File: config.mk
export PLATFORM = sky130hd
export DESIGN_NAME = pbg_gate
export DESIGN_NICKNAME = d
export VERILOG_FILES = /design/src/pbg_pkg.sv /design/src/pbg_check.sv /design/src/pbg_gate.sv
export SDC_FILE = /design/constraint.sdc
export NUM_CORES = 1
export LEC_CHECK = 0
export BUFFER_PORTS_ARGS = -buffer_cell sky130_fd_sc_hd__buf_4
export CAP_MARGIN = 15
export CORE_UTILIZATION = 45
export DETAILED_ROUTE_END_ITERATION = 12
export GPL_ROUTABILITY_DRIVEN = 0
export PLACE_DENSITY = 0.8
export SLEW_MARGIN = 0
export SYNTH_ARGS = -nofsm -noshare
export SYNTH_HDL_FRONTEND = slang
export SYNTH_SLANG_ARGS = --single-unit
export TNS_END_PERCENT = 20
File: constraint.sdc
create_clock -name CORE_CLK -period 3.6 [get_ports CORE_CLK]
set_clock_uncertainty 0.2 [all_clocks]
set_input_delay 1.08 -clock CORE_CLK [delete_from_list [all_inputs] [get_ports CORE_CLK]]
set_output_delay 1.08 -clock CORE_CLK [all_outputs]
set_load 0.02 [all_outputs]
File: src/pbg_pkg.sv
// Purpose: Constants shared by the peripheral bridge access guard.
// Assumes: One bus clock, synchronous active-high reset.
// Notes:   Master and peripheral counts are fixed.
`default_nettype none
package pbg_pkg;
	localparam int NUM_MASTERS = 4;
	localparam int MID_W       = 2;
	localparam int NUM_PERIPH  = 8;
	localparam int PID_W       = 3;
	localparam int ADDR_W      = 16;
	localparam int DATA_W      = 32;
	localparam logic [NUM_MASTERS-1:0] RST_TRUST_RD = 4'hf;
	localparam logic [NUM_MASTERS-1:0] RST_TRUST_WR = 4'hf;
	localparam logic [NUM_PERIPH-1:0]  RST_SUPV     = 8'h00;
	localparam logic [NUM_PERIPH-1:0]  RST_WPROT    = 8'h00;
	localparam logic [NUM_PERIPH-1:0]  RST_NOTRUST  = 8'h00;
	localparam int PID_LSB = 12;
	typedef enum logic [2:0] {
		ST_IDLE = 3'b001,
		ST_FWD  = 3'b010,
		ST_RESP = 3'b100
	} pbg_state_type;
endpackage
`default_nettype wire

File: src/pbg_check.sv
// Purpose: Combinational permission check for one access.
// Assumes: Settings are stable registered inputs.
// Notes:   Kept separate so the decision is one small cone of logic.
`timescale 1ns/1ns
`default_nettype none
module pbg_check (
	input  wire logic [pbg_pkg::NUM_MASTERS-1:0] trust_rd,
	input  wire logic [pbg_pkg::NUM_MASTERS-1:0] trust_wr,
	input  wire logic [pbg_pkg::NUM_PERIPH-1:0]  supv_req,
	input  wire logic [pbg_pkg::NUM_PERIPH-1:0]  wprot,
	input  wire logic [pbg_pkg::NUM_PERIPH-1:0]  no_untrust,
	input  wire logic [pbg_pkg::MID_W-1:0]       mid,
	input  wire logic [pbg_pkg::PID_W-1:0]       pid,
	input  wire logic                            write,
	input  wire logic                            supv,
	output logic                                 allow
);
	wire master_trusted;
	wire supv_fail;
	wire wp_fail;
	wire trust_fail;
	assign master_trusted = write ? trust_wr[mid] : trust_rd[mid];
	assign supv_fail      = supv_req[pid] & ~supv;
	assign wp_fail        = wprot[pid] & write;
	assign trust_fail     = no_untrust[pid] & ~master_trusted;
	assign allow          = ~(supv_fail | wp_fail | trust_fail);
endmodule // pbg_check
`default_nettype wire

File: src/pbg_gate.sv
// Purpose: Peripheral bridge gate checking every master access against protection settings.
// Assumes: Master holds its request until answered; peripheral answers with PER_DONE.
// Notes:   One access in flight; a refused access ends with an error and no peripheral cycle.
//
// Functional notes
// - Protection applies separately to each attached peripheral module.
// - Each master has its own read-trusted and write-trusted setting.
// - Each peripheral, on or off platform, has its own access-level setting.
// - Supervisor-required peripheral accepts only accesses carrying the supervisor attribute.
// - Write-protected peripheral has every write terminated.
// - Untrusted-blocking peripheral refuses masters untrusted for that access type.
`timescale 1ns/1ns
`default_nettype none
module pbg_gate (
	input  wire logic                            CORE_CLK,
	input  wire logic                            SRST,
	input  wire logic                            CFG_WE,
	input  wire logic [pbg_pkg::NUM_MASTERS-1:0] CFG_TRUST_RD,
	input  wire logic [pbg_pkg::NUM_MASTERS-1:0] CFG_TRUST_WR,
	input  wire logic [pbg_pkg::NUM_PERIPH-1:0]  CFG_SUPV,
	input  wire logic [pbg_pkg::NUM_PERIPH-1:0]  CFG_WPROT,
	input  wire logic [pbg_pkg::NUM_PERIPH-1:0]  CFG_NOTRUST,
	input  wire logic                            M_REQ,
	input  wire logic [pbg_pkg::MID_W-1:0]       M_ID,
	input  wire logic                            M_WRITE,
	input  wire logic                            M_SUPV,
	input  wire logic [pbg_pkg::ADDR_W-1:0]      M_ADDR,
	input  wire logic [pbg_pkg::DATA_W-1:0]      M_WDATA,
	output logic                                 M_DONE,
	output logic                                 M_ERR,
	output logic [pbg_pkg::DATA_W-1:0]           M_RDATA,
	output logic                                 PER_REQ,
	output logic                                 PER_WRITE,
	output logic [pbg_pkg::ADDR_W-1:0]           PER_ADDR,
	output logic [pbg_pkg::DATA_W-1:0]           PER_WDATA,
	input  wire logic                            PER_DONE,
	input  wire logic [pbg_pkg::DATA_W-1:0]      PER_RDATA,
	output logic [pbg_pkg::NUM_MASTERS-1:0]      STAT_TRUST_RD,
	output logic [pbg_pkg::NUM_MASTERS-1:0]      STAT_TRUST_WR,
	output logic [pbg_pkg::NUM_PERIPH-1:0]       STAT_SUPV,
	output logic [pbg_pkg::NUM_PERIPH-1:0]       STAT_WPROT,
	output logic [pbg_pkg::NUM_PERIPH-1:0]       STAT_NOTRUST
);
	pbg_pkg::pbg_state_type state_r;
	pbg_pkg::pbg_state_type state_nxt;
	logic [pbg_pkg::NUM_MASTERS-1:0] trust_rd_r;
	logic [pbg_pkg::NUM_MASTERS-1:0] trust_wr_r;
	logic [pbg_pkg::NUM_PERIPH-1:0]  supv_r;
	logic [pbg_pkg::NUM_PERIPH-1:0]  wprot_r;
	logic [pbg_pkg::NUM_PERIPH-1:0]  notrust_r;
	logic                            done_r;
	logic                            err_r;
	logic [pbg_pkg::DATA_W-1:0]      rdata_r;
	logic                            preq_r;
	logic                            pwrite_r;
	logic [pbg_pkg::ADDR_W-1:0]      paddr_r;
	logic [pbg_pkg::DATA_W-1:0]      pwdata_r;
	wire  [pbg_pkg::PID_W-1:0]       pid;
	wire                             allow;
	wire                             start;
	wire                             granted;
	wire                             refused;
	wire                             finish;

	// Peripheral select is taken from fixed address bits above each module's window.
	assign pid     = M_ADDR[pbg_pkg::PID_LSB +: pbg_pkg::PID_W];
	assign start   = (state_r == pbg_pkg::ST_IDLE) & M_REQ;
	assign granted = start & allow;
	assign refused = start & ~allow;
	assign finish  = (state_r == pbg_pkg::ST_FWD) & PER_DONE;

	pbg_check u_check (
		.trust_rd   (trust_rd_r),
		.trust_wr   (trust_wr_r),
		.supv_req   (supv_r),
		.wprot      (wprot_r),
		.no_untrust (notrust_r),
		.mid        (M_ID),
		.pid        (pid),
		.write      (M_WRITE),
		.supv       (M_SUPV),
		.allow      (allow)
	);

	always_comb begin
		state_nxt = state_r;
		unique case (state_r)
			pbg_pkg::ST_IDLE: begin
				if (granted) begin
					state_nxt = pbg_pkg::ST_FWD;
				end else if (refused) begin
					state_nxt = pbg_pkg::ST_RESP;
				end
			end
			pbg_pkg::ST_FWD: begin
				if (PER_DONE) begin
					state_nxt = pbg_pkg::ST_RESP;
				end
			end
			pbg_pkg::ST_RESP: begin
				state_nxt = pbg_pkg::ST_IDLE;
			end
			default: begin
				state_nxt = pbg_pkg::ST_IDLE;
			end
		endcase
	end

	// Settings change only between accesses so one access sees one consistent set.
	always_ff @(posedge CORE_CLK) begin
		if (SRST) begin
			trust_rd_r <= pbg_pkg::RST_TRUST_RD;
			trust_wr_r <= pbg_pkg::RST_TRUST_WR;
			supv_r     <= pbg_pkg::RST_SUPV;
			wprot_r    <= pbg_pkg::RST_WPROT;
			notrust_r  <= pbg_pkg::RST_NOTRUST;
		end else if (CFG_WE && state_r == pbg_pkg::ST_IDLE && !M_REQ) begin
			trust_rd_r <= CFG_TRUST_RD;
			trust_wr_r <= CFG_TRUST_WR;
			supv_r     <= CFG_SUPV;
			wprot_r    <= CFG_WPROT;
			notrust_r  <= CFG_NOTRUST;
		end
	end

	always_ff @(posedge CORE_CLK) begin
		if (SRST) begin
			state_r <= pbg_pkg::ST_IDLE;
			preq_r  <= 1'b0;
			done_r  <= 1'b0;
			err_r   <= 1'b0;
		end else begin
			state_r <= state_nxt;
			preq_r  <= granted | (preq_r & ~PER_DONE);
			done_r  <= refused | finish;
			err_r   <= refused;
		end
	end

	always_ff @(posedge CORE_CLK) begin
		if (SRST) begin
			pwrite_r <= 1'b0;
			paddr_r  <= 16'h0000;
			pwdata_r <= 32'h0000_0000;
			rdata_r  <= 32'h0000_0000;
		end else begin
			if (granted) begin
				pwrite_r <= M_WRITE;
				paddr_r  <= M_ADDR;
				pwdata_r <= M_WDATA;
			end
			if (finish) begin
				rdata_r <= PER_RDATA;
			end else if (refused) begin
				rdata_r <= 32'h0000_0000;
			end
		end
	end

	assign M_DONE        = done_r;
	assign M_ERR         = err_r;
	assign M_RDATA       = rdata_r;
	assign PER_REQ       = preq_r;
	assign PER_WRITE     = pwrite_r;
	assign PER_ADDR      = paddr_r;
	assign PER_WDATA     = pwdata_r;
	assign STAT_TRUST_RD = trust_rd_r;
	assign STAT_TRUST_WR = trust_wr_r;
	assign STAT_SUPV     = supv_r;
	assign STAT_WPROT    = wprot_r;
	assign STAT_NOTRUST  = notrust_r;

	a_wprot_block: assert property (@(posedge CORE_CLK) disable iff (SRST)
		(start && M_WRITE && wprot_r[pid]) |=> (M_ERR && M_DONE && !PER_REQ))
		else $error("Protected write was not terminated.");
	a_supv_block: assert property (@(posedge CORE_CLK) disable iff (SRST)
		(start && supv_r[pid] && !M_SUPV) |=> M_ERR)
		else $error("User access to supervisor peripheral not refused.");
	a_untrust_block: assert property (@(posedge CORE_CLK) disable iff (SRST)
		(start && notrust_r[pid] && !(M_WRITE ? trust_wr_r[M_ID] : trust_rd_r[M_ID])) |=> M_ERR)
		else $error("Untrusted master not refused.");
	a_refuse_noper: assert property (@(posedge CORE_CLK) disable iff (SRST)
		refused |=> (!PER_REQ)[*2])
		else $error("Refused access reached the peripheral.");
	a_grant_fwd: assert property (@(posedge CORE_CLK) disable iff (SRST)
		(granted && M_WRITE) |=> (PER_REQ && PER_WRITE && PER_ADDR == $past(M_ADDR)))
		else $error("Permitted access not forwarded.");
	a_trust_rd_ok: assert property (@(posedge CORE_CLK) disable iff (SRST)
		(start && !M_WRITE && trust_rd_r[M_ID] && !supv_r[pid]) |=> !M_ERR)
		else $error("Trusted read wrongly refused.");
	a_cfg_hold: assert property (@(posedge CORE_CLK) disable iff (SRST)
		(state_r != pbg_pkg::ST_IDLE) |=> $stable(wprot_r) && $stable(supv_r))
		else $error("Settings changed during an access.");
	a_err_done: assert property (@(posedge CORE_CLK) disable iff (SRST)
		M_ERR |-> M_DONE ##1 !M_DONE)
		else $error("Error response not a single done pulse.");
	c_refused: cover property (@(posedge CORE_CLK) refused);
	c_read_ok: cover property (@(posedge CORE_CLK) finish && !PER_WRITE);
	c_write_ok: cover property (@(posedge CORE_CLK) finish && PER_WRITE);
endmodule // pbg_gate
`default_nettype wire

* Word level (Yosys, flattened, before mapping)
Index checks and enable logic that the tools add are counted.
** Storage, ports and cells
- Output and inout bits :: 116
- Logic and storage cells :: 57
- Flip-flop bits (word level) :: 119
- Bits of input ports :: 121
** Cells by class
- Reduce and logical (&&, ||, !) cells :: 5
- Multiplexer cells :: 17
- Order comparisons :: 2
- Bitwise logic cells :: 16
- Eq/ne operators :: 4
** Operator list (number)
- 32-bit 2-to-1 mux :: 2
- 1-bit binary-select mux with 3-bit select :: 3
- 3-bit 2-to-1 mux :: 3
- 1-bit AND :: 8
- 1-bit 2-to-1 mux :: 6
- 3-bit case mux with 2 select lines :: 1
- 1-bit binary-select mux with 2-bit select :: 2
- 3-bit by 4-bit less-than comparator with 1-bit output, second input constant :: 1
- 1-bit inverter :: 4
- 1-bit OR :: 4
- 3-bit by 1-bit equality test with 1-bit output, second input constant :: 1
- 3-bit by 2-bit equality test with 1-bit output, second input constant :: 1
- 2-bit by 3-bit less-than comparator with 1-bit output, second input constant :: 1
- 3-bit != test, second input constant :: 1
- 1-bit logical AND :: 2
- 2-bit != test, second input constant :: 1
- 2-bit AND reduction :: 1
- 2-bit nonzero test :: 1
- 1-bit zero test :: 1

* Depth between registers and ports, before layout
Gate-level depths: netlist of the first run.
- Depth in word-level cells :: 10
- Gate-level depth with buffers :: 8

* Hierarchy
A second synthesis of the first run with hierarchy kept.
** Unflattened totals
- Cell total of the unflattened synthesis :: 471
- Area total of the unflattened synthesis :: 4768.3 µm²
** Modules (own cells, without submodules)
- pbg_gate :: instances 1, area an instance 4491.8 µm², cells an instance 450, sequential area each 2382.3 µm²
- pbg_check :: instances 1, area an instance 276.5 µm², cells an instance 21, sequential area each 0.0 µm²

* Worst setup path after synthesis of the first run
No wires, ideal clock.
- Path kind :: input to register
- Start point :: input port M_ADDR[13] (netlist name)
- End point :: register paddr_r, in the netlist PER_ADDR[0]
- Stages :: 8
- Arrival :: 2.694 ns
- Setup slack :: 0.634 ns
- Cell sequence :: buf_4 > mux4_2 > mux2i_1 > o22ai_1 > nor3_1 > buf_4 > buf_12 > mux2i_1
** Between the ends
- Longest elaborated chain between the ends :: 7
** Ends and longest elaborated chain
- start: declaration :: line pbg_gate.sv:27 : input wire logic [pbg_pkg::ADDR_W-1:0] M_ADDR,
- 1-bit binary-select mux with 3-bit select (on tied branches) :: line pbg_check.sv:23, pbg_check.sv:24
- 1-bit 2-to-1 mux (on tied branches) :: line pbg_check.sv:23, pbg_check.sv:24
- 1-bit AND (on tied branches) :: line pbg_check.sv:23, pbg_check.sv:24
- 1-bit OR :: line pbg_check.sv:26 : assign allow = ~(supv_fail | wp_fail | trust_fail);
- 1-bit OR (*) :: line pbg_check.sv:26
- 1-bit inverter (*) :: line pbg_check.sv:26
- 1-bit AND (*) :: line pbg_gate.sv:68 : assign granted = start & allow;
- end signal: assignment :: line pbg_gate.sv:143 : paddr_r <= 16'h0000;
- end signal: assignment :: line pbg_gate.sv:149 : paddr_r <= M_ADDR;
- end: declaration :: line pbg_gate.sv:56 : logic [pbg_pkg::ADDR_W-1:0] paddr_r;
Every way passes the cells marked *; elsewhere a longest branch is shown, timed or not. The select of a mux whose other input is x is not followed.
A chain may end at the register's enable or synchronous reset.

* Worst setup path after layout of the first run
- Start point :: input port M_ADDR[13] (netlist name)
- End point :: register pwdata_r, in the netlist PER_WDATA[23]
** Between the ends
- Longest elaborated chain between the ends :: 7
** Ends and longest elaborated chain
- 1-bit binary-select mux with 3-bit select (on tied branches) :: line pbg_check.sv:23, pbg_check.sv:24
- 1-bit 2-to-1 mux (on tied branches) :: line pbg_check.sv:23, pbg_check.sv:24
- 1-bit AND (on tied branches) :: line pbg_check.sv:23, pbg_check.sv:24
- 1-bit OR :: line pbg_check.sv:26
- 1-bit OR (*) :: line pbg_check.sv:26
- 1-bit inverter (*) :: line pbg_check.sv:26
- 1-bit AND (*) :: line pbg_gate.sv:68
- end signal: assignment :: line pbg_gate.sv:144 : pwdata_r <= 32'h0000_0000;
- end signal: assignment :: line pbg_gate.sv:150 : pwdata_r <= M_WDATA;
- end: declaration :: line pbg_gate.sv:57 : logic [pbg_pkg::DATA_W-1:0] pwdata_r;
Marked as above.

==> qor.csv, run 1 <==
metric,value,unit
postCtsResizedCells,0,
cts_made_buffers,17,
powerDensity,563,mW/mm^2
cap_violations,0,
core,0.00977,sq mm
seq_area,0.00238,sq mm
power_frac_comb,18.0,%
dpl_cell_area,0.00631,sq mm
cts_max_level,4,
cts_buffer_depth,2,
dp_hpwl,9.25,mm
hold_slack,0.257,ns
crit_arrival,3.01,ns
insertion_delay,0.51,ns
drt_wl_total,12.9,mm
layout-drive-gt1-share,40.2,%
timing.final.crit_share,77.4,%
crit_type,primary input to flip-flop,
cp.buffers_inverters,2,
cts_tree,done,
cp_common_cell,mux2i_1,
p_leak,3.23,nW
drc_errors,0,
r2r_cells,6,
clockPowerShare,44.0,%
critPathRequiredTime,3.83,ns
max_freq,0.359,GHz
drtPass1Iterations,5,
worstSetupStartpointType,primary input,
design.die.area,0.0105,sq mm
cts.reportedPaths.clkPinSlew,0.05,ns
layout_common_cells,"buf_4, nand2_1, dfxtp_1",
syn-cell-area,0.00452,sq mm
timing.critical_path.cells,buf_4 > mux4_2 > mux2i_1 > o22ai_1 > nor3_2 > buf_12 > mux2i_1,
die_y,102,microns
final_area,0.00697,sq mm
synth.yosys.seq_area_share,52.7,%
port_buffers,236,
p_sw,0.00103,W
hp-class,flip-flop to flip-flop,
die_x,102,microns
wire_per_inst,15.3,microns
multiInputGateArea,0.00191,sq mm
status,"finished, final reports clean",
hold-path-cell-count,2,
place_inst,809,
syn2layout_area_growth,54.2,%
synthCells,471,
tns,0,ns
cp_top_family,multiplexers,
synth_cell_types,28,
antenna_found_initial,0,
diodes,0,
grt_pass1_vias,3952,
nNetsFinal,818,
p_int,0.00290,W
io_pins,237,
p_sw_share,26.1,%
critical_path.slowest_cell,mux4_2,
report.final.slew_viol_count,0,
hold_end,PER_WRITE$_SDFFE_PP0P_,
peakVddDrop,0.000309,V
grt-ovfl-total,0,
slowest_delay,0.51,ns
ys_warn_count,0,
rows,36,
cts_root_buf,clkbuf_8,
cp_max_fo,54,
postSynthAreaPerCell,9.60,sq um
layout_commonest_cell,buf_4,
tightest_slew,0.786,ns
r2r_end,PER_WDATA[23]$_SDFFE_PP0P_,
drt_iter0_drc,131,
min_from,PER_WRITE$_SDFFE_PP0P_,
ys_ff_latch,119,
grt_first_pass_wirelength,19.2,mm
ant_nets,0,
ctsHoldBuffers,0,
dr_total_vias,4140,
slew_headroom,47.5,%
final_cells,842,
hold_viol_final,0,
cts_setup_buffers,0,
setup_viol,0,
fin_crit,2.79,ns
numClockSinks,119,
grt_max_degree,55,
nFillCells,730,
pwr-share-seq,37.9,%
avgViaCountPerCell,4.92,
rsz0062_at_grt,false,
grt_usage,24.4,%
initial_core_util,46.2,%
cp-end-kind,flip-flop,
syn_nets,592,
r2r_slack,1.25,ns
worstReg2RegStart,STAT_WPROT[6]$_SDFFE_PP0P_,
## through the flow
stage,utilization [%],power (W),worst slack (ns)
after detailed placement,64.5,0.00222,-0.0810
after CTS,70.8,0.00395,0.460
after global placement,64.5,0.00220,0.0832
after global routing,71.3,0.00408,0.713
after floorplan,-,0.00193,0.634
final,71.3,0.00392,0.814
## kinds of logic after synthesis
| logic type | Yosys count | share of synthesized area [%] |
|---|---|---|
| simple gates | 188 | 16.5 |
| flops | 119 | 52.7 |
| compound gates | 64 | 9.91 |
| mux | 61 | 15.7 |
| buf+inv | 39 | 5.18 |
## synthesized netlist by cell type
| cell | n | area [sq um] |
|---|---|---|
| a22o_1 | 32 | 280 |
| o21ai_1 | 2 | 10.0 |
| inv_2 | 1 | 3.75 |
| mux2_2 | 1 | 11.3 |
| buf_8 | 1 | 15.0 |
| o21ai_0 | 1 | 5.00 |
| mux2i_1 | 52 | 521 |
| and3_1 | 1 | 6.26 |
| nor2b_1 | 3 | 18.8 |
| buf_1 | 1 | 3.75 |
| buf_2 | 3 | 15.0 |
| o21a_1 | 2 | 15.0 |
| nand3_1 | 8 | 40.0 |
| and2_1 | 1 | 6.26 |
| buf_4 | 2 | 15.0 |
| nor3_1 | 3 | 15.0 |
| nor2_1 | 3 | 11.3 |
| mux4_2 | 8 | 180 |
| a31oi_1 | 1 | 6.26 |
| clkbuf_1 | 25 | 93.8 |
| buf_12 | 4 | 80.1 |
| nand2_1 | 166 | 623 |
| inv_1 | 2 | 7.51 |
| nor3b_1 | 2 | 15.0 |
| and3b_1 | 1 | 8.76 |
| dfxtp_1 | 119 | 2380 |
| o22ai_1 | 1 | 6.26 |
| a21oi_1 | 25 | 125 |
## layer usage
metal	global-route usage (%)	routed length (microns)	up-vias
met5	0	0	-
met4	10.8	314	0
met3	7.46	908	30
met2	41.6	6510	184
met1	28.2	5140	1885
li1	-	-	2041
## layout make-up
class	instances	share of cell area, %
sequential	119	34.2
multi-input combinational	313	27.4
timing repair buffer	243	27.1
clock buffer	19	6.19
clock inverter	12	2.55
tap	133	2.39
inverter	3	0.162
## worst reg2reg max path, delay by kind of cell, from the launching register on
family                 cells  cell delay [ns]
multiplexers               3             0.95
buffers and inverters      1             0.35
flip-flops                 1             0.34
AND/OR/NAND/NOR            1             0.27
AO/OA/AOI/OAI              1             0.15
## state kept, by name (all words and copies together), names as in the netlist
register       flops
STAT_TRUST_WR      4
M_DONE             1
STAT_NOTRUST       8
PER_WDATA         32
STAT_SUPV          8
PER_WRITE          1
PER_REQ            1
M_RDATA           32
STAT_WPROT         8
M_ERR              1
STAT_TRUST_RD      4
state_r            3
PER_ADDR          16
## worst max-delay path by stage
| stage | start | endpoint | slack, ns | depth (start not counted) |
|---|---|---|---|---|
| 4_1_cts | M_ADDR[13] | M_RDATA[4]$_SDFFE_PP0P_ | 0.46 | 6 |
| 3_5_place_dp | M_ADDR[13] | M_RDATA[4]$_SDFFE_PP0P_ | -0.08 | 6 |
| 3_3_place_gp | M_ADDR[13] | M_RDATA[2]$_SDFFE_PP0P_ | 0.08 | 6 |
| 5_1_grt | M_ADDR[13] | PER_WDATA[23]$_SDFFE_PP0P_ | 0.71 | 7 |
| 2_1_floorplan | M_ADDR[13] | PER_ADDR[0]$_SDFFE_PP0P_ | 0.63 | 8 |
| 6_report | M_ADDR[13] | PER_WDATA[23]$_SDFFE_PP0P_ | 0.81 | 7 |
## power by group through the flow
stage / clock network, W / registers [W] / logic, W
final: 0.00173 / 0.00149 / 0.000708
after global routing: 0.00182 / 0.00150 / 0.000761
after CTS: 0.00176 / 0.00149 / 0.000704
after detailed placement: 0 / 0.00151 / 0.000702
after global placement: 0 / 0.00151 / 0.000689
after floorplan: 0 / 0.00162 / 0.000305
Power figures use the tool's default switching activity.
==> run 2: changes to the inputs <==
--- a/config.mk
+++ b/config.mk
@@ -7,10 +7,10 @@
 export LEC_CHECK = 0
 export BUFFER_PORTS_ARGS = -buffer_cell sky130_fd_sc_hd__buf_4
 export CAP_MARGIN = 15
-export CORE_UTILIZATION = 45
+export CORE_UTILIZATION = 41
 export DETAILED_ROUTE_END_ITERATION = 12
 export GPL_ROUTABILITY_DRIVEN = 0
-export PLACE_DENSITY = 0.8
+export PLACE_DENSITY = 0.77
 export SLEW_MARGIN = 0
 export SYNTH_ARGS = -nofsm -noshare
 export SYNTH_HDL_FRONTEND = slang
==> constraint.sdc (replaced) <==
create_clock -name CORE_CLK -period 2.3 [get_ports CORE_CLK]
set_clock_uncertainty 0.2 [all_clocks]
set_input_delay 0.69 -clock CORE_CLK [delete_from_list [all_inputs] [get_ports CORE_CLK]]
set_output_delay 0.69 -clock CORE_CLK [all_outputs]
set_load 0.02 [all_outputs]
==> qor.csv, run 2 (same netlist as run 1, synthesis figures left out) <==
metric,value,unit
setup_viol,0,
pre_cts_slack,-0.440,ns
worst_slack,0.0317,ns
drc_errors,0,
worstSetupStartpointType,flip-flop,
worstReg2RegStart,STAT_SUPV[7]$_SDFFE_PP0P_,
r2r_end,PER_ADDR[0]$_SDFFE_PP0P_,
insertion_delay,0.50,ns
diodes,0,
io_pins,237,
initial_core_util,43.0,%
core,0.0105,sq mm
ant_nets,0,
hp-class,primary input to flip-flop,
rows,37,
drtPass1Iterations,4,
rsz0062_at_grt,true,
cp-end-kind,flip-flop,
cp_max_fo,6,
max_freq,0.441,GHz
critPathRequiredTime,2.52,ns
drt_wl_total,13.0,mm
cts.reportedPaths.clkPinSlew,0.06,ns
cts_buffer_depth,2,
ctsHoldBuffers,0,
design.die.area,0.0115,sq mm
grt_first_pass_wirelength,19.8,mm
cts_root_buf,clkbuf_8,
dp_hpwl,9.48,mm
cap_violations,0,
powerDensity,858,mW/mm^2
nNetsFinal,837,
syn2layout_area_growth,59.3,%
final_area,0.00720,sq mm
seq_area,0.00239,sq mm
p_leak,3.35,nW
fin_crit,2.27,ns
avgViaCountPerCell,4.86,
tightest_slew,0.353,ns
r2r_slack,0.03,ns
antenna_found_initial,0,
grt_usage,22.1,%
hold-path-cell-count,3,
report.final.slew_viol_count,0,
drt_iter0_drc,184,
crit_arrival,2.49,ns
dr_total_vias,4205,
min_from,CFG_TRUST_WR[1],
multiInputGateArea,0.00192,sq mm
cts_max_level,4,
nFillCells,834,
port_buffers,236,
grt-ovfl-total,0,
numClockSinks,119,
die_y,107,microns
grt_pass1_vias,4067,
grt_max_degree,56,
slew_headroom,76.4,%
hold_end,STAT_TRUST_WR[1]$_SDFFE_PP1P_,
peakVddDrop,0.000533,V
hold_viol_final,0,
cts_made_buffers,17,
crit_type,flip-flop to flip-flop,
cts_tree,done,
timing.final.crit_share,98.6,%
status,"finished, final reports clean",
layout_common_cells,"buf_4, nand2_1, dfxtp_1",
r2r_cells,8,
dpl_cell_area,0.00651,sq mm
tns,0,ns
layout_commonest_cell,buf_4,
wire_per_inst,15.0,microns
layout-drive-gt1-share,42.7,%
die_x,107,microns
[run 2: per-layer routing]
layer / wire, microns / global-route usage (%)
met3: 747 / 5.71
met1: 5340 / 26.0
met5: 0 / 0
met2: 6720 / 39.1
met4: 205 / 7.14
[run 2: worst max path at each step]
stage	startpoint	to	slack [ns]	cells after the start
after floorplan	M_ADDR[13]	PER_ADDR[0]$_SDFFE_PP0P_	-0.18	8
after global placement	M_ADDR[13]	PER_WDATA[27]$_SDFFE_PP0P_	-0.36	8
after detailed placement	M_ADDR[13]	PER_WDATA[2]$_SDFFE_PP0P_	-0.44	8
after CTS	M_ADDR[13]	PER_WDATA[11]$_SDFFE_PP0P_	0.07	8
after global routing	STAT_SUPV[4]$_SDFFE_PP0P_	PER_WRITE$_SDFFE_PP0P_	-0.05	8
final	STAT_SUPV[7]$_SDFFE_PP0P_	PER_ADDR[0]$_SDFFE_PP0P_	0.03	8
[run 2: layout make-up]
class / instances / area share [%]
clock buffers: 17 / 5.75
clock inverters: 15 / 2.47
inverters: 3 / 0.156
multi-input cells: 313 / 26.7
flip-flops and latches: 119 / 33.1
well taps: 136 / 2.36
repair buffers: 262 / 29.4
[run 2: report_power, final]
group          total [W]  switching (W)  internal [W]
registers        0.00233       0.000104       0.00223
clock network    0.00262       0.000968       0.00165
logic            0.00123       0.000605      0.000629
[run 2: metrics by stage]
step	power [W]	util [%]	hold WS [ns]	instances
after detailed placement	0.00358	62.0	0.249	824
after global placement	0.00354	62.0	0.244	824
after floorplan	0.00302	-	0.294	471
final	0.00618	68.5	0.195	865
after CTS	0.00620	67.6	0.172	856
after global routing	0.00644	68.5	0.178	865
[run 2: critical path: stages, from the launching register on]
cell       delay [ns]
dfxtp_1          0.33
mux4_2           0.48
mux2i_2          0.19
o22ai_2          0.13
nor3_2           0.23
clkbuf_16        0.19
buf_8            0.12
clkbuf_16        0.14
mux2i_1          0.18
[run 2: repair_timing]
action                                  in CTS  in global routing
endpoints found under the setup margin       0                 27
gates resized for setup                      0                 15
setup buffers                                0                 11
